[src/rtl/ccc_cfg_pkg.sv]
package ccc_cfg_pkg;
  localparam int CFG_W = 81;
  localparam int DIV_CODE_W = 7;
  localparam int OUT_CODE_W = 5;

  // 81-bit configuration word, shifted in bit 0 first
  typedef struct packed {
    logic       resync_en;
    logic [2:0] dyn_input_sel;
    logic [2:0] vco_gear;
    logic [2:0] static_input_sel;
    logic [4:0] dly_sec2_local;
    logic [4:0] dly_sec1_local;
    logic [4:0] dly_sec2_global;
    logic [4:0] dly_sec1_global;
    logic [4:0] dly_primary;
    logic       sys_delay_sel;
    logic [4:0] fb_delay;
    logic [1:0] feedback_path_select;
    logic [2:0] secondary2_phase_select;
    logic [2:0] secondary1_phase_select;
    logic [2:0] spare;
    logic [4:0] out_div_sec2;
    logic [4:0] out_div_sec1;
    logic [4:0] out_div_primary;
    logic [6:0] fb_div;
    logic [6:0] in_div;
  } pll_cfg_t;

  // Decoded controls handed to the analog core
  typedef struct packed {
    logic [7:0]        in_factor;
    logic [7:0]        fb_factor;
    logic [5:0]        out_factor_primary;
    logic [5:0]        out_factor_sec1;
    logic [5:0]        out_factor_sec2;
    logic [12:0]       den_primary;
    logic [12:0]       den_sec1;
    logic [12:0]       den_sec2;
    logic [8:0]        phase_sec1_deg;
    logic [8:0]        phase_sec2_deg;
    logic              ext_feedback;
    logic [15:0]       fb_advance_ps;
    logic signed [15:0] net_primary_ps;
    logic signed [15:0] net_sec1_global_ps;
    logic signed [15:0] net_sec2_global_ps;
    logic signed [15:0] net_sec1_local_ps;
    logic signed [15:0] net_sec2_local_ps;
  } ccc_ctrl_t;

  localparam logic [1:0] FB_SEL_NONE = 2'h0;
  localparam logic [1:0] FB_SEL_PROG = 2'h1;
  localparam logic [1:0] FB_SEL_EXT  = 2'h2;

  localparam int SYS_DELAY_PS     = 2000;
  localparam int FB_DLY_MIN_PS    = 600;
  localparam int FB_DLY_STEP_PS   = 160;
  localparam int GL_DLY_STEP_PS   = 200;
  localparam int GL_DLY_END_PS    = 6735;
  localparam int GL_DRIVER_PS     = 755;
  localparam int DLY_CODE_MAX     = 31;
  localparam int PHASE_STEP_DEG   = 90;

  localparam logic [7:0] ADDR_CTRL   = 8'h00;
  localparam logic [7:0] ADDR_STATUS = 8'h04;
  localparam logic [7:0] ADDR_ACT0   = 8'h08;
  localparam logic [7:0] ADDR_ACT1   = 8'h0C;
  localparam logic [7:0] ADDR_ACT2   = 8'h10;
  localparam logic [7:0] ADDR_SHF0   = 8'h14;
  localparam logic [7:0] ADDR_SHF1   = 8'h18;
  localparam logic [7:0] ADDR_SHF2   = 8'h1C;
  localparam logic [7:0] ADDR_REFA   = 8'h20;
  localparam logic [7:0] ADDR_REFB   = 8'h24;
  localparam logic [7:0] ADDR_REFC   = 8'h28;

  localparam int CTRL_SRC_BIT    = 0;
  localparam int ST_SEN_BIT      = 0;
  localparam int ST_SRC_BIT      = 1;
  localparam int ST_RESYNC_BIT   = 2;
  localparam int ST_COUNT_LSB    = 8;

  localparam logic [1:0] RESP_OKAY   = 2'h0;
  localparam logic [1:0] RESP_DECERR = 2'h3;
endpackage : ccc_cfg_pkg

[src/rtl/pll_ccc_dynamic_config.sv]
`timescale 1ns/1ps
`default_nettype none
module pll_ccc_dynamic_config
  import ccc_cfg_pkg::*;
#(
  parameter logic [CFG_W-1:0] FLASH_CFG = 81'h0,
  parameter int               REF_CNT_W = 16
) (
  input  wire logic          aclk,
  input  wire logic          aresetn,
  input  wire logic [7:0]    s_axi_awaddr,
  input  wire logic          s_axi_awvalid,
  output logic               s_axi_awready,
  input  wire logic [31:0]   s_axi_wdata,
  input  wire logic [3:0]    s_axi_wstrb,
  input  wire logic          s_axi_wvalid,
  output logic               s_axi_wready,
  output logic [1:0]         s_axi_bresp,
  output logic               s_axi_bvalid,
  input  wire logic          s_axi_bready,
  input  wire logic [7:0]    s_axi_araddr,
  input  wire logic          s_axi_arvalid,
  output logic               s_axi_arready,
  output logic [31:0]        s_axi_rdata,
  output logic [1:0]         s_axi_rresp,
  output logic               s_axi_rvalid,
  input  wire logic          s_axi_rready,
  input  wire logic          ref_clock_a,
  input  wire logic          ref_clock_b,
  input  wire logic          ref_clock_c,
  input  wire logic          cfg_serial_in,
  input  wire logic          cfg_shift_clock,
  input  wire logic          cfg_shift_enable,
  input  wire logic          cfg_apply_strobe,
  output logic               cfg_serial_out,
  output logic               divider_resync,
  output pll_cfg_t           active_cfg,
  output ccc_ctrl_t          ccc_ctrl
);
  if (REF_CNT_W < 4 || REF_CNT_W > 32) begin : g_bad_ref_cnt_w
    $error("REF_CNT_W must lie in 4..32");
  end

  localparam int NSYNC = 7;
  // Bit order of the synchronised pin bundle
  localparam int S_DIN = 0;
  localparam int S_CLK = 1;
  localparam int S_SEN = 2;
  localparam int S_UPD = 3;
  localparam int S_RFA = 4;

  // Pins from other domains: two flops before any logic looks at them
  logic [NSYNC-1:0] sync1_reg, sync2_reg, prev_reg;
  logic [NSYNC-1:0] pins;
  assign pins = {ref_clock_c, ref_clock_b, ref_clock_a, cfg_apply_strobe,
                 cfg_shift_enable, cfg_shift_clock, cfg_serial_in};

  always_ff @(posedge aclk) begin
    if (!aresetn) begin
      sync1_reg <= '0;
      sync2_reg <= '0;
      prev_reg  <= '0;
    end else begin
      sync1_reg <= pins;
      sync2_reg <= sync1_reg;
      prev_reg  <= sync2_reg;
    end
  end

  logic shift_edge, apply_pulse;
  // Strobe is ignored while shifting so a stray high cannot commit a half word
  assign shift_edge  = sync2_reg[S_CLK] & ~prev_reg[S_CLK]
                     & sync2_reg[S_SEN];
  assign apply_pulse = sync2_reg[S_UPD] & ~prev_reg[S_UPD]
                     & ~sync2_reg[S_SEN];

  // Shift register, dynamic copy, bit counter
  logic [CFG_W-1:0] shift_reg, shift_next;
  pll_cfg_t         dyn_reg, dyn_next;
  logic [7:0]       count_reg, count_next;
  logic             resync_reg, resync_next;
  logic             seen_resync_reg, seen_resync_next;
  logic             src_reg;

  always_comb begin
    shift_next       = shift_reg;
    dyn_next         = dyn_reg;
    count_next       = count_reg;
    resync_next      = 1'b0;
    seen_resync_next = seen_resync_reg;
    if (shift_edge) begin
      shift_next = {sync2_reg[S_DIN], shift_reg[CFG_W-1:1]};
      if (count_reg != 8'hFF) begin
        count_next = count_reg + 8'h01;
      end
    end
    if (apply_pulse) begin
      dyn_next   = pll_cfg_t'(shift_reg);
      count_next = 8'h00;
      if (shift_reg[CFG_W-1]) begin
        resync_next      = 1'b1;
        seen_resync_next = 1'b1;
      end
    end
  end

  always_ff @(posedge aclk) begin
    if (!aresetn) begin
      shift_reg       <= '0;
      dyn_reg         <= FLASH_CFG;
      count_reg       <= 8'h00;
      resync_reg      <= 1'b0;
      seen_resync_reg <= 1'b0;
    end else begin
      shift_reg       <= shift_next;
      dyn_reg         <= dyn_next;
      count_reg       <= count_next;
      resync_reg      <= resync_next;
      seen_resync_reg <= seen_resync_next;
    end
  end

  assign cfg_serial_out = shift_reg[0];
  assign divider_resync = resync_reg;

  // Flash bits are a parameter, so nothing at run time can alter them
  pll_cfg_t sel_cfg;
  assign sel_cfg = src_reg ? dyn_reg : pll_cfg_t'(FLASH_CFG);

  // Reference clock edge counters, one per input
  logic [REF_CNT_W-1:0] ref_cnt_reg [3];
  logic [REF_CNT_W-1:0] ref_cnt_next [3];
  genvar gi;
  generate
    for (gi = 0; gi < 3; gi++) begin : g_ref
      always_comb begin
        ref_cnt_next[gi] = ref_cnt_reg[gi];
        if (sync2_reg[S_RFA+gi] & ~prev_reg[S_RFA+gi]) begin
          ref_cnt_next[gi] = ref_cnt_reg[gi] + 1'b1;
        end
      end
      always_ff @(posedge aclk) begin
        if (!aresetn) begin
          ref_cnt_reg[gi] <= '0;
        end else begin
          ref_cnt_reg[gi] <= ref_cnt_next[gi];
        end
      end
    end
  endgenerate

  // Decode of the selected configuration
  function automatic logic signed [15:0] local_ps(input logic [4:0] c);
    local_ps = 16'(FB_DLY_MIN_PS) + 16'(FB_DLY_STEP_PS) * 16'(c);
  endfunction
  function automatic logic signed [15:0] global_ps(input logic [4:0] c);
    global_ps = 16'(GL_DRIVER_PS) + 16'(GL_DLY_END_PS)
              - 16'(GL_DLY_STEP_PS) * (16'(DLY_CODE_MAX) - 16'(c));
  endfunction
  function automatic logic [8:0] phase_deg(input logic [2:0] c);
    phase_deg = 9'(PHASE_STEP_DEG) * 9'(c[1:0]);
  endfunction

  ccc_ctrl_t ctrl_next;
  logic [15:0] adv;
  always_comb begin
    ctrl_next = '0;
    // Stored code is factor minus one, so every code is a legal factor
    ctrl_next.in_factor          = {1'b0, sel_cfg.in_div} + 8'h01;
    ctrl_next.fb_factor          = {1'b0, sel_cfg.fb_div} + 8'h01;
    ctrl_next.out_factor_primary = {1'b0, sel_cfg.out_div_primary} + 6'h01;
    ctrl_next.out_factor_sec1    = {1'b0, sel_cfg.out_div_sec1} + 6'h01;
    ctrl_next.out_factor_sec2    = {1'b0, sel_cfg.out_div_sec2} + 6'h01;
    // Paired global and local outputs share one denominator
    // Widen before multiplying: 128 times 32 does not fit in eight bits
    ctrl_next.den_primary = 13'(ctrl_next.in_factor)
                          * 13'(ctrl_next.out_factor_primary);
    ctrl_next.den_sec1    = 13'(ctrl_next.in_factor)
                          * 13'(ctrl_next.out_factor_sec1);
    ctrl_next.den_sec2    = 13'(ctrl_next.in_factor)
                          * 13'(ctrl_next.out_factor_sec2);
    ctrl_next.phase_sec1_deg = phase_deg(sel_cfg.secondary1_phase_select);
    ctrl_next.phase_sec2_deg = phase_deg(sel_cfg.secondary2_phase_select);
    ctrl_next.ext_feedback = (sel_cfg.feedback_path_select == FB_SEL_EXT);
    adv = 16'h0000;
    if (sel_cfg.sys_delay_sel) begin
      adv = 16'(SYS_DELAY_PS);
    end
    if (sel_cfg.feedback_path_select == FB_SEL_PROG) begin
      adv = adv + 16'(local_ps(sel_cfg.fb_delay));
    end
    ctrl_next.fb_advance_ps = adv;
    // Feedback delay subtracts from every output delay
    ctrl_next.net_primary_ps     = global_ps(sel_cfg.dly_primary) - $signed(adv);
    ctrl_next.net_sec1_global_ps = global_ps(sel_cfg.dly_sec1_global) - $signed(adv);
    ctrl_next.net_sec2_global_ps = global_ps(sel_cfg.dly_sec2_global) - $signed(adv);
    ctrl_next.net_sec1_local_ps  = local_ps(sel_cfg.dly_sec1_local) - $signed(adv);
    ctrl_next.net_sec2_local_ps  = local_ps(sel_cfg.dly_sec2_local) - $signed(adv);
    // Input mux bits 71-73 and 77-79 are routed elsewhere and not decoded
  end

  always_ff @(posedge aclk) begin
    if (!aresetn) begin
      ccc_ctrl   <= '0;
      active_cfg <= '0;
    end else begin
      ccc_ctrl   <= ctrl_next;
      active_cfg <= sel_cfg;
    end
  end

  // AXI4-Lite slave: address and data taken in either order
  logic        aw_full_reg, aw_full_next, w_full_reg, w_full_next;
  logic [7:0]  awaddr_reg, awaddr_next;
  logic [31:0] wdata_reg, wdata_next;
  logic [3:0]  wstrb_reg, wstrb_next;
  logic        bvalid_reg, bvalid_next, rvalid_reg, rvalid_next;
  logic [1:0]  bresp_reg, bresp_next, rresp_reg, rresp_next;
  logic [31:0] rdata_reg, rdata_next;
  logic        src_next;
  logic [31:0] rd_word;
  logic        rd_hit;
  logic [CFG_W-1:0] act_bits;
  assign act_bits = dyn_reg;

  assign s_axi_awready = ~aw_full_reg;
  assign s_axi_wready  = ~w_full_reg;
  assign s_axi_arready = ~rvalid_reg;
  assign s_axi_bvalid  = bvalid_reg;
  assign s_axi_bresp   = bresp_reg;
  assign s_axi_rvalid  = rvalid_reg;
  assign s_axi_rresp   = rresp_reg;
  assign s_axi_rdata   = rdata_reg;

  always_comb begin
    rd_hit  = 1'b1;
    rd_word = 32'h0000_0000;
    case (s_axi_araddr)
      ADDR_CTRL:   rd_word[CTRL_SRC_BIT] = src_reg;
      ADDR_STATUS: begin
        rd_word[ST_SEN_BIT]    = sync2_reg[S_SEN];
        rd_word[ST_SRC_BIT]    = src_reg;
        rd_word[ST_RESYNC_BIT] = seen_resync_reg;
        rd_word[ST_COUNT_LSB +: 8] = count_reg;
      end
      ADDR_ACT0:   rd_word = act_bits[31:0];
      ADDR_ACT1:   rd_word = act_bits[63:32];
      ADDR_ACT2:   rd_word[CFG_W-65:0] = act_bits[CFG_W-1:64];
      ADDR_SHF0:   rd_word = shift_reg[31:0];
      ADDR_SHF1:   rd_word = shift_reg[63:32];
      ADDR_SHF2:   rd_word[CFG_W-65:0] = shift_reg[CFG_W-1:64];
      ADDR_REFA:   rd_word[REF_CNT_W-1:0] = ref_cnt_reg[0];
      ADDR_REFB:   rd_word[REF_CNT_W-1:0] = ref_cnt_reg[1];
      ADDR_REFC:   rd_word[REF_CNT_W-1:0] = ref_cnt_reg[2];
      default:     rd_hit = 1'b0;
    endcase
  end

  always_comb begin
    aw_full_next = aw_full_reg;
    w_full_next  = w_full_reg;
    awaddr_next  = awaddr_reg;
    wdata_next   = wdata_reg;
    wstrb_next   = wstrb_reg;
    bvalid_next  = bvalid_reg;
    bresp_next   = bresp_reg;
    rvalid_next  = rvalid_reg;
    rresp_next   = rresp_reg;
    rdata_next   = rdata_reg;
    src_next     = src_reg;
    if (s_axi_awvalid && !aw_full_reg) begin
      aw_full_next = 1'b1;
      awaddr_next  = s_axi_awaddr;
    end
    if (s_axi_wvalid && !w_full_reg) begin
      w_full_next = 1'b1;
      wdata_next  = s_axi_wdata;
      wstrb_next  = s_axi_wstrb;
    end
    if (bvalid_reg && s_axi_bready) begin
      bvalid_next = 1'b0;
    end
    if (aw_full_reg && w_full_reg && !bvalid_reg) begin
      aw_full_next = 1'b0;
      w_full_next  = 1'b0;
      bvalid_next  = 1'b1;
      bresp_next   = RESP_OKAY;
      if (awaddr_reg == ADDR_CTRL) begin
        if (wstrb_reg[0]) begin
          src_next = wdata_reg[CTRL_SRC_BIT];
        end
      end else if (awaddr_reg != ADDR_STATUS && awaddr_reg > ADDR_REFC) begin
        bresp_next = RESP_DECERR;
      end
    end
    if (rvalid_reg && s_axi_rready) begin
      rvalid_next = 1'b0;
    end
    if (s_axi_arvalid && !rvalid_reg) begin
      rvalid_next = 1'b1;
      rdata_next  = rd_word;
      rresp_next  = rd_hit ? RESP_OKAY : RESP_DECERR;
    end
  end

  always_ff @(posedge aclk) begin
    if (!aresetn) begin
      aw_full_reg <= 1'b0;
      w_full_reg  <= 1'b0;
      awaddr_reg  <= 8'h00;
      wdata_reg   <= 32'h0000_0000;
      wstrb_reg   <= 4'h0;
      bvalid_reg  <= 1'b0;
      bresp_reg   <= 2'h0;
      rvalid_reg  <= 1'b0;
      rresp_reg   <= 2'h0;
      rdata_reg   <= 32'h0000_0000;
      src_reg     <= 1'b0;
    end else begin
      aw_full_reg <= aw_full_next;
      w_full_reg  <= w_full_next;
      awaddr_reg  <= awaddr_next;
      wdata_reg   <= wdata_next;
      wstrb_reg   <= wstrb_next;
      bvalid_reg  <= bvalid_next;
      bresp_reg   <= bresp_next;
      rvalid_reg  <= rvalid_next;
      rresp_reg   <= rresp_next;
      rdata_reg   <= rdata_next;
      src_reg     <= src_next;
    end
  end
endmodule // pll_ccc_dynamic_config
`default_nettype wire

[config.mk]
export PLATFORM = sky130hd
export DESIGN_NAME = pll_ccc_dynamic_config
export DESIGN_NICKNAME = d
export VERILOG_FILES = /design/src/rtl/ccc_cfg_pkg.sv /design/src/rtl/pll_ccc_dynamic_config.sv
export SDC_FILE = /design/constraint.sdc
export NUM_CORES = 1
export LEC_CHECK = 0
export ABC_AREA = 1
export BUFFER_PORTS_ARGS = -buffer_cell sky130_fd_sc_hd__buf_2
export CORE_ASPECT_RATIO = 0.9
export CORE_MARGIN = 1
export CORE_UTILIZATION = 50
export CTS_BUF_LIST = sky130_fd_sc_hd__clkbuf_4
export DETAILED_ROUTE_END_ITERATION = 10
export PLACE_DENSITY = 0.69
export SYNTH_ARGS = -nofsm -noshare
export SYNTH_HDL_FRONTEND = slang
export SYNTH_SLANG_ARGS = --single-unit
[constraint.sdc]
create_clock -name aclk -period 10.8 [get_ports aclk]
set_clock_uncertainty 0.1 [all_clocks]
set_input_delay 1.08 -clock aclk [delete_from_list [all_inputs] [get_ports aclk]]
set_output_delay 1.08 -clock aclk [all_outputs]
set_load 0.1 [all_outputs]
Word level (Yosys, flattened, before mapping)
Memory sizes are Yosys's and may differ from the RTL's.
Cells that the tools add are included.
{"block": "word_totals", "word_cells": 200, "in_bits": 66, "n_memories": 1, "output_inout_bits": 312, "regBits": 513, "ramBits": 48}
{"block": "classes", "n_reduce_logical": 24, "mux": 26, "addsub": 24, "eq_ne": 14, "n_bitwise": 20, "n_lt_le_gt_ge": 1, "multipliers": 11}
{"name": "ref_cnt_reg", "depth": 3, "word_bits": 16, "rd": 3, "rd_clocked_by_memory_dff": 0, "write_ports": 3, "line_no": "pll_ccc_dynamic_config.sv:131", "source": "logic [REF_CNT_W-1:0] ref_cnt_reg [3];"}
{"operator": "16-bit two-way mux", "count": 7}
{"operator": "8-bit case mux with 10 select lines", "count": 1}
{"operator": "71-bit two-way mux", "count": 1}
{"operator": "15-bit case mux with 4 select lines", "count": 1}
{"operator": "16-bit by 1-bit adder with 16-bit output, second input constant", "count": 3}
{"operator": "5-bit by 16-bit multiplier with 13-bit output, first input constant", "count": 3}
{"operator": "13-bit by 16-bit subtractor with 16-bit output, first input constant", "count": 3}
{"operator": "16-bit subtractor", "count": 3}
{"operator": "5-bit case mux with 9 select lines", "count": 1}
{"operator": "10-bit by 13-bit adder with 14-bit output, first input constant", "count": 3}
{"operator": "8-bit by 6-bit multiplier with 13-bit output", "count": 3}
{"operator": "8-bit by 5-bit == test with 1-bit output, second input constant", "count": 4}
{"operator": "15-bit by 16-bit subtractor with 16-bit output", "count": 2}
{"operator": "8-bit by 6-bit == test with 1-bit output, second input constant", "count": 3}
{"operator": "3-bit by 5-bit multiplier with 8-bit output, first input constant", "count": 3}
{"operator": "2-bit case mux with 10 select lines", "count": 1}
{"operator": "5-bit by 1-bit adder with 6-bit output, second input constant", "count": 3}
{"operator": "5-bit by 5-bit subtractor with 6-bit output, first input constant", "count": 3}
{"operator": "16-bit by 14-bit adder with 16-bit output", "count": 1}
{"operator": "7-bit by 1-bit adder with 8-bit output, second input constant", "count": 2}
{"operator": "8-bit by 4-bit == test with 1-bit output, second input constant", "count": 2}
{"operator": "8-bit logical NOT", "count": 2}
{"operator": "6-bit by 2-bit multiplier with 8-bit output, first input constant", "count": 2}
{"operator": "11-bit two-way mux", "count": 1}
{"operator": "21 further kinds", "count": 62}

Depth between registers and ports, before layout
Gate-level depths: netlist of the first run.
{"block": "logic_depth", "word_depth": 6, "ltp_mapped": 33, "ltp_nobuf": 30}

Worst setup path after synthesis of the first run
No wires, ideal clock.
{"block": "synth_path", "kind": "reg-to-reg", "start": "register src_reg", "end": "register ccc_ctrl[138] in the netlist's numbering", "setup_time_ns": 0.116, "arrival_time_ns": 4.691, "synth_period_minus_slack_ns": 4.907, "n_path_buf": 5, "setup_slack_ns": 5.893, "t_required_ns": 10.584, "path_stages_with_launch": 26, "path_cell_list": "dfxtp_1 buf_6 buf_8 buf_2 buf_1 nand2_1 inv_1 ha_1 nand3_1 nor2_2 inv_1 nand2_1 buf_2 nor2_1 fa_1 inv_1 fa_1 fa_1 inv_1 ha_1 a21oi_1 nand2_1 a21boi_0 o21bai_1 o21ai_0 nor2_1"}
{"element": "start, declared", "line_no": "pll_ccc_dynamic_config.sv:83", "source": "logic src_reg;"}
{"element": "start signal, assigned", "line_no": "pll_ccc_dynamic_config.sv:330", "source": "src_reg <= src_next;"}
{"element": "end signal, assigned", "line_no": "pll_ccc_dynamic_config.sv:207", "source": "ccc_ctrl <= ctrl_next;"}
{"element": "end, declared", "line_no": "pll_ccc_dynamic_config.sv:38", "source": "output ccc_ctrl_t ccc_ctrl"}

Final worst setup path of the first run
{"block": "layout_path", "start": "register src_reg", "end": "register ccc_ctrl[153] in the netlist's numbering"}
{"block": "layout_between", "elab_chain_cells": 3}
{"element": "71-bit two-way mux (*)", "line_no": "pll_ccc_dynamic_config.sv:128", "source": "assign sel_cfg = src_reg ? dyn_reg : pll_cfg_t'(FLASH_CFG);"}
{"element": "7-bit by 1-bit adder with 8-bit output / 5-bit by 1-bit adder with 6-bit output (equally long branches)", "line_no": "pll_ccc_dynamic_config.sv:169, pll_ccc_dynamic_config.sv:171"}
{"element": "8-bit by 6-bit multiplier with 13-bit output (*)", "line_no": "pll_ccc_dynamic_config.sv:177", "source": "* 13'(ctrl_next.out_factor_primary);"}
Mark *: on every way between the ends. The rest lies on a longest branch, timed or not.
A chain may end at the register's enable or synchronous reset.

==> results of run 1 <==
==> area by class of cell <==
class                   instances  area [um2]
diodes                          7        17.5
clock buffers                 201        1510
clock inverters                47         329
fillers                      5459       23600
inverters                     663        2490
multi-input cells            2480       14800
flip-flops and latches        526       10500
well taps                     756         946
repair buffers                342        1760
==> path summary, 6_finish.rpt <==
check / startpoint / end / cells past startpoint / slack (ps)
hold reg to reg: sync1_reg[3] / sync2_reg[3] / 2 / 310
setup reg to reg: src_reg / ccc_ctrl[153] / 21 / 4360
hold / removal: cfg_shift_clock / sync1_reg[1] / 3 / 150
setup / recovery: src_reg / ccc_ctrl[153] / 21 / 4360
==> placed cells by master (no fill, tap or decap), types with 10 or more instances in the layout <==
cell type | synthesis | layout
nand4_1 | 43 | 43
inv_2 | 16 | 20
dfxtp_1 | 526 | 525
nand2_1 | 639 | 637
o22ai_1 | 91 | 91
a21oi_1 | 278 | 278
clkinv_2 | 1 | 10
clkinv_1 | 4 | 30
nor3_1 | 22 | 22
fa_1 | 78 | 78
ha_1 | 240 | 240
nand3_1 | 203 | 203
xor2_1 | 30 | 30
nor2_1 | 451 | 450
buf_4 | 38 | 18
inv_1 | 641 | 641
conb_1 | 1 | 21
o21a_1 | 14 | 14
buf_2 | 44 | 323
clkbuf_4 | 0 | 201
nor2_2 | 27 | 26
nand2_2 | 9 | 10
o21ai_0 | 229 | 229
==> synthesized netlist by cell type, drive strengths merged (8+ instances only) <==
cell	number
ha	240
o21ai	234
nand2	651
a21oi	279
nor2	481
o21a	14
xor2	35
nor3	29
a21o	8
clkbuf	67
buf	98
or2	8
nand3	209
nand4	44
inv	658
xnor2	9
o22ai	91
dfxtp	526
fa	78
a31oi	8
==> worst max-delay path, cell delays in order (launching register included) <==
cell	delay, ps
dfxtp_2	820
nand2_1	330
inv_1	620
ha_1	300
nand3_1	120
nand2_1	80
nand2_1	410
inv_1	400
nand2_1	140
fa_1	560
inv_1	60
fa_1	540
inv_1	60
fa_1	530
inv_1	40
ha_1	360
a21o_1	190
a21boi_0	160
nand3_1	160
nand3b_1	180
nand2_1	60
nor2_1	50
==> power by group through the flow <==
stage / Clock [mW] / Sequential [mW] / Combinational (mW)
floorplan: 0 / 2.06 / 0.124
global route: 2.01 / 1.97 / 0.223
global placement: 0 / 2.01 / 0.208
detailed placement: 0 / 2.01 / 0.209
CTS: 1.89 / 1.97 / 0.209
finish: 1.85 / 1.97 / 0.210
==> cell families (layout without fill, tap and decap cells) <==
| logic type | Yosys count | in the layout | share of synthesized area |
|---|---|---|---|
| simple gates | 1439 | 1439 | 0.215 |
| buf+inv | 828 | 1253 | 0.118 |
| compound gates | 658 | 658 | 0.124 |
| flops | 526 | 526 | 0.369 |
| fa+ha+maj | 318 | 318 | 0.160 |
| xor+xnor | 44 | 44 | 0.0153 |
| other cells | 1 | 28 | 0.000131 |
==> routing by layer <==
layer	wire length [um]	vias to the layer above
met5	0	-
met3	6050	153
met1	37600	11900
met2	35300	898
met4	2450	0
li1	-	12900
==> out/metrics.cfg, run 1 <==
[run_status]
status=complete, no violations

[detailed_routing]
drtPass1Iterations=5
wirelength_mm=81.4
avgViaCountPerCell=5.14
drc_errors=0
drtIter0Drc=2198
ant_nets=0
via_count=25800
wl_per_cell_um=16.2

[run]
maxCapViolCount=0

[placement]
hpwl_mm=59.6
portBuffers=324
placed_area_um2=30500
place_ws_ps=4530
place_congestion=0.929
dp_cells=4767

[yosys]
synth_edf_count=0
synth_top_area_share=0.369
synth_area_leaders=dfxtp_1 37%, ha_1 11%, inv_1 8.4%
synth.distinct_cells=56
synth_cells=3814
ys_seq_elements=526
synth_top_flop_cell=dfxtp_1
post_synth.cell_area_avg_um2=7.49
async_reset_ff_frac=0
synth_area_leader_cell=dfxtp_1
ys_warn_count=0
ys_seq_area_frac=0.369
synthesis.area_um2=28600

[power_and_ir_drop]
power_mw=4.03
powerDensity_nw_per_um2=124
p_clk_frac=0.459
p_switching_mw=1.06
irDropWorstVdd_mv=0.0912
p_int_mw=2.97
p_seq_frac=0.489
switching_share=0.263
p_leak_nw=16.4
combinationalPowerShare=0.052

[hold_path]
hold_path.class=in -> reg

[worst_setup_path]
critPathCaptureType=flop
critical_path_class=reg -> reg
startpoint_type=flop
crit_required_ps=11540
arrival_ps=7180
worstPathMaxFanout=30

[die]
die_h_um=229
die_x_um=254
die_area_um2=58100
core_um2=56000
start_util=0.510
ios=378
num_rows=82

[cells_and_area]
largest_reg_flops=159
synthToLayoutAreaGrowth_pct=13.3
fin_cells=5022
drive_gt1_frac=0.155
final_area_um2=32400
num-nets-final=4540
fin_util=0.578

[clock_tree]
clockRootBuffer=clkbuf_4
numCtsBuffers=143
insertion_delay_ps=1010
holdBufCountCts=0
cts_sinks=526
postCtsSetupRepairBufs=0
h-tree-depth=4
clockBufferDepth=3
tritoncts=built
post_cts_resized=0
path_clk_slew_ps=60

[grt]
antenna_found_initial=3
gr-total-overflow=0
grt_pass1_vias=23800
use_met2=0.414
grt_pass1_wl_mm=127
grt_max_degree=89
grtUsageMet1=0.392
busiest_layer=met2
gr-usage-all-layers=0.280
grtUsageMet3=0.0625

[sta]
hold_violations=0
fin_crit_ps=6440
setup_viol=0
totalNegativeSetupSlack_ps=0
fin_hold_ws_ps=155
fin_crit_sh=0.597
fin_ws_ps=4360
grt_setup_unrepaired=false
relSlewSlack=0.290
fmax_mhz=155
tightestPinTransition_ps=1060
finalMaxSlewViolations=0

(Power assumes the default switching activity.)
==> run 2: changes to the inputs <==
Settings changed: PLACE_DENSITY 0.69 to 0.71.
Clock period 10.8 ns to 5.28 ns, I/O delays scaled along.
==> out/metrics.cfg, run 2 (synthesized netlist as in run 1, its figures left out) <==
[run_status]
status=complete, no violations

[clock_tree]
h-tree-depth=4
numCtsBuffers=138
tritoncts=built
clockRootBuffer=clkbuf_4
cts_sinks=526
clockBufferDepth=3
insertion_delay_ps=970
postCtsSetupRepairBufs=0
path_clk_slew_ps=70

[detailed_routing]
drc_errors=0
drtIter0Drc=2255
via_count=26100
avgViaCountPerCell=5.14
wl_per_cell_um=16.1
wirelength_mm=81.8
ant_nets=0
drtPass1Iterations=8

[die]
core_um2=56000
die_x_um=254
start_util=0.510
die_area_um2=58100
die_h_um=229
num_rows=82
ios=378

[hold_path]
min_path_cells=10
hold_path.class=in -> reg
worstHoldStart=s_axi_araddr[0]
whs_endpoint=s_axi_rdata[0]

[sta]
hold_violations=0
fin_crit_sh=0.925
finalMaxSlewViolations=0
fmax_mhz=205
relSlewSlack=0.177
fin_crit_ps=4880
tightestPinTransition_ps=1230
totalNegativeSetupSlack_ps=0
setup_viol=0
grt_setup_unrepaired=false
fin_hold_ws_ps=177

[worst_setup_path]
crit_buf_inv=5
regToRegSetupSlack_ps=400
critPathCaptureType=flop
critical_path.most_common_cell=inv_1
path_depth=21
cp_slowest_cell=fa_1
arrival_ps=5630
max_stage_delay_ps=550
worstPathMaxFanout=10
path_cells=nand2_1 -> inv_1 -> ha_1 -> nand3_1 -> nor2_2 -> inv_1 -> nand2_1 -> buf_4 -> nor2_1 -> fa_1 -> inv_1 -> fa_1 -> fa_1 -> inv_1 -> ha_1 -> a21oi_1 -> nand2_1 -> a21boi_0 -> o21bai_1 -> o21ai_0 -> nor2_1
crit_required_ps=6030
startpoint_type=flop
crit_family=adder cells
crit-reg2reg-capture=ccc_ctrl[138]
reg2reg_depth=21
regToRegStartpoint=src_reg
critical_path_class=reg -> reg

[grt]
grt_max_degree=112
antenna_found_initial=1
grt_pass1_vias=24200
gr-total-overflow=0
gr-usage-all-layers=0.280
grt_pass1_wl_mm=127

[cells_and_area]
mostFrequentLayoutCells=641 x inv_1, 637 x nand2_1, 525 x dfxtp_1
mostFrequentLayoutCell=inv_1
synthToLayoutAreaGrowth_pct=14.9
largest_reg_flops=159
num-nets-final=4593
final_area_um2=32800
drive_gt1_frac=0.156

[power_and_ir_drop]
irDropWorstVdd_mv=0.212
p_leak_nw=16.6
powerDensity_nw_per_um2=245

[placement]
hpwl_mm=60.9
place_congestion=0.971
placed_area_um2=30700
portBuffers=324

[run]
maxCapViolCount=0

run 2: worst min-delay path, delay by kind of cell:
family | cells | cell delay [ps]
compound gates | 1 | 50
buf+inv | 1 | 90
simple gates | 8 | 530
run 2: layout make-up:
class                   count  area, um2
fillers                  5349      23200
multi-input cells        2480      14800
flip-flops and latches    526      10500
inverters                 663       2490
repair buffers            400       2320
clock buffers             186       1400
well taps                 756        946
clock inverters            59        348
diodes                      1       2.50
run 2: repair_timing:
item                                    4_1_cts  5_1_grt
hold buffers                                 36        0
endpoints found under the setup margin        0       11
resized for setup                             0        4
hold endpoints to repair                    103        0
run 2: how the worst max path moves through the flow:
| stage | from | end | slack (ps) |
|---|---|---|---|
| after floorplan | src_reg | ccc_ctrl[138] | 370 |
| after global placement | src_reg | ccc_ctrl[61] | 340 |
| after detailed placement | src_reg | ccc_ctrl[61] | 300 |
| after CTS | src_reg | ccc_ctrl[61] | 260 |
| after global routing | src_reg | ccc_ctrl[45] | 30 |
| final | src_reg | ccc_ctrl[138] | 400 |
run 2: routing by layer:
| layer | track usage | wire length (um) |
|---|---|---|
| met1 | 0.387 | 37400 |
| met2 | 0.412 | 35200 |
| met4 | 0.122 | 2660 |
| met5 | 0 | 0 |
| met3 | 0.0666 | 6500 |
run 2: per-stage QoR:
stage          cells  utilization  power, mW  setup WS [ps]
2_1_floorplan   3834            -       4.47            373
3_3_place_gp    4789        0.548       4.54            340
3_5_place_dp    4789        0.548       4.54            301
4_1_cts         5070        0.586       8.11            260
5_1_grt         5071        0.586       8.38           28.2
6_report        5071        0.586       8.03            396
run 2: power by group:
group	internal, mW	total (mW)	switching [mW]
sequential	4.01	4.03	0.0197
combinational	0.0838	0.454	0.370
clock	1.81	3.55	1.75
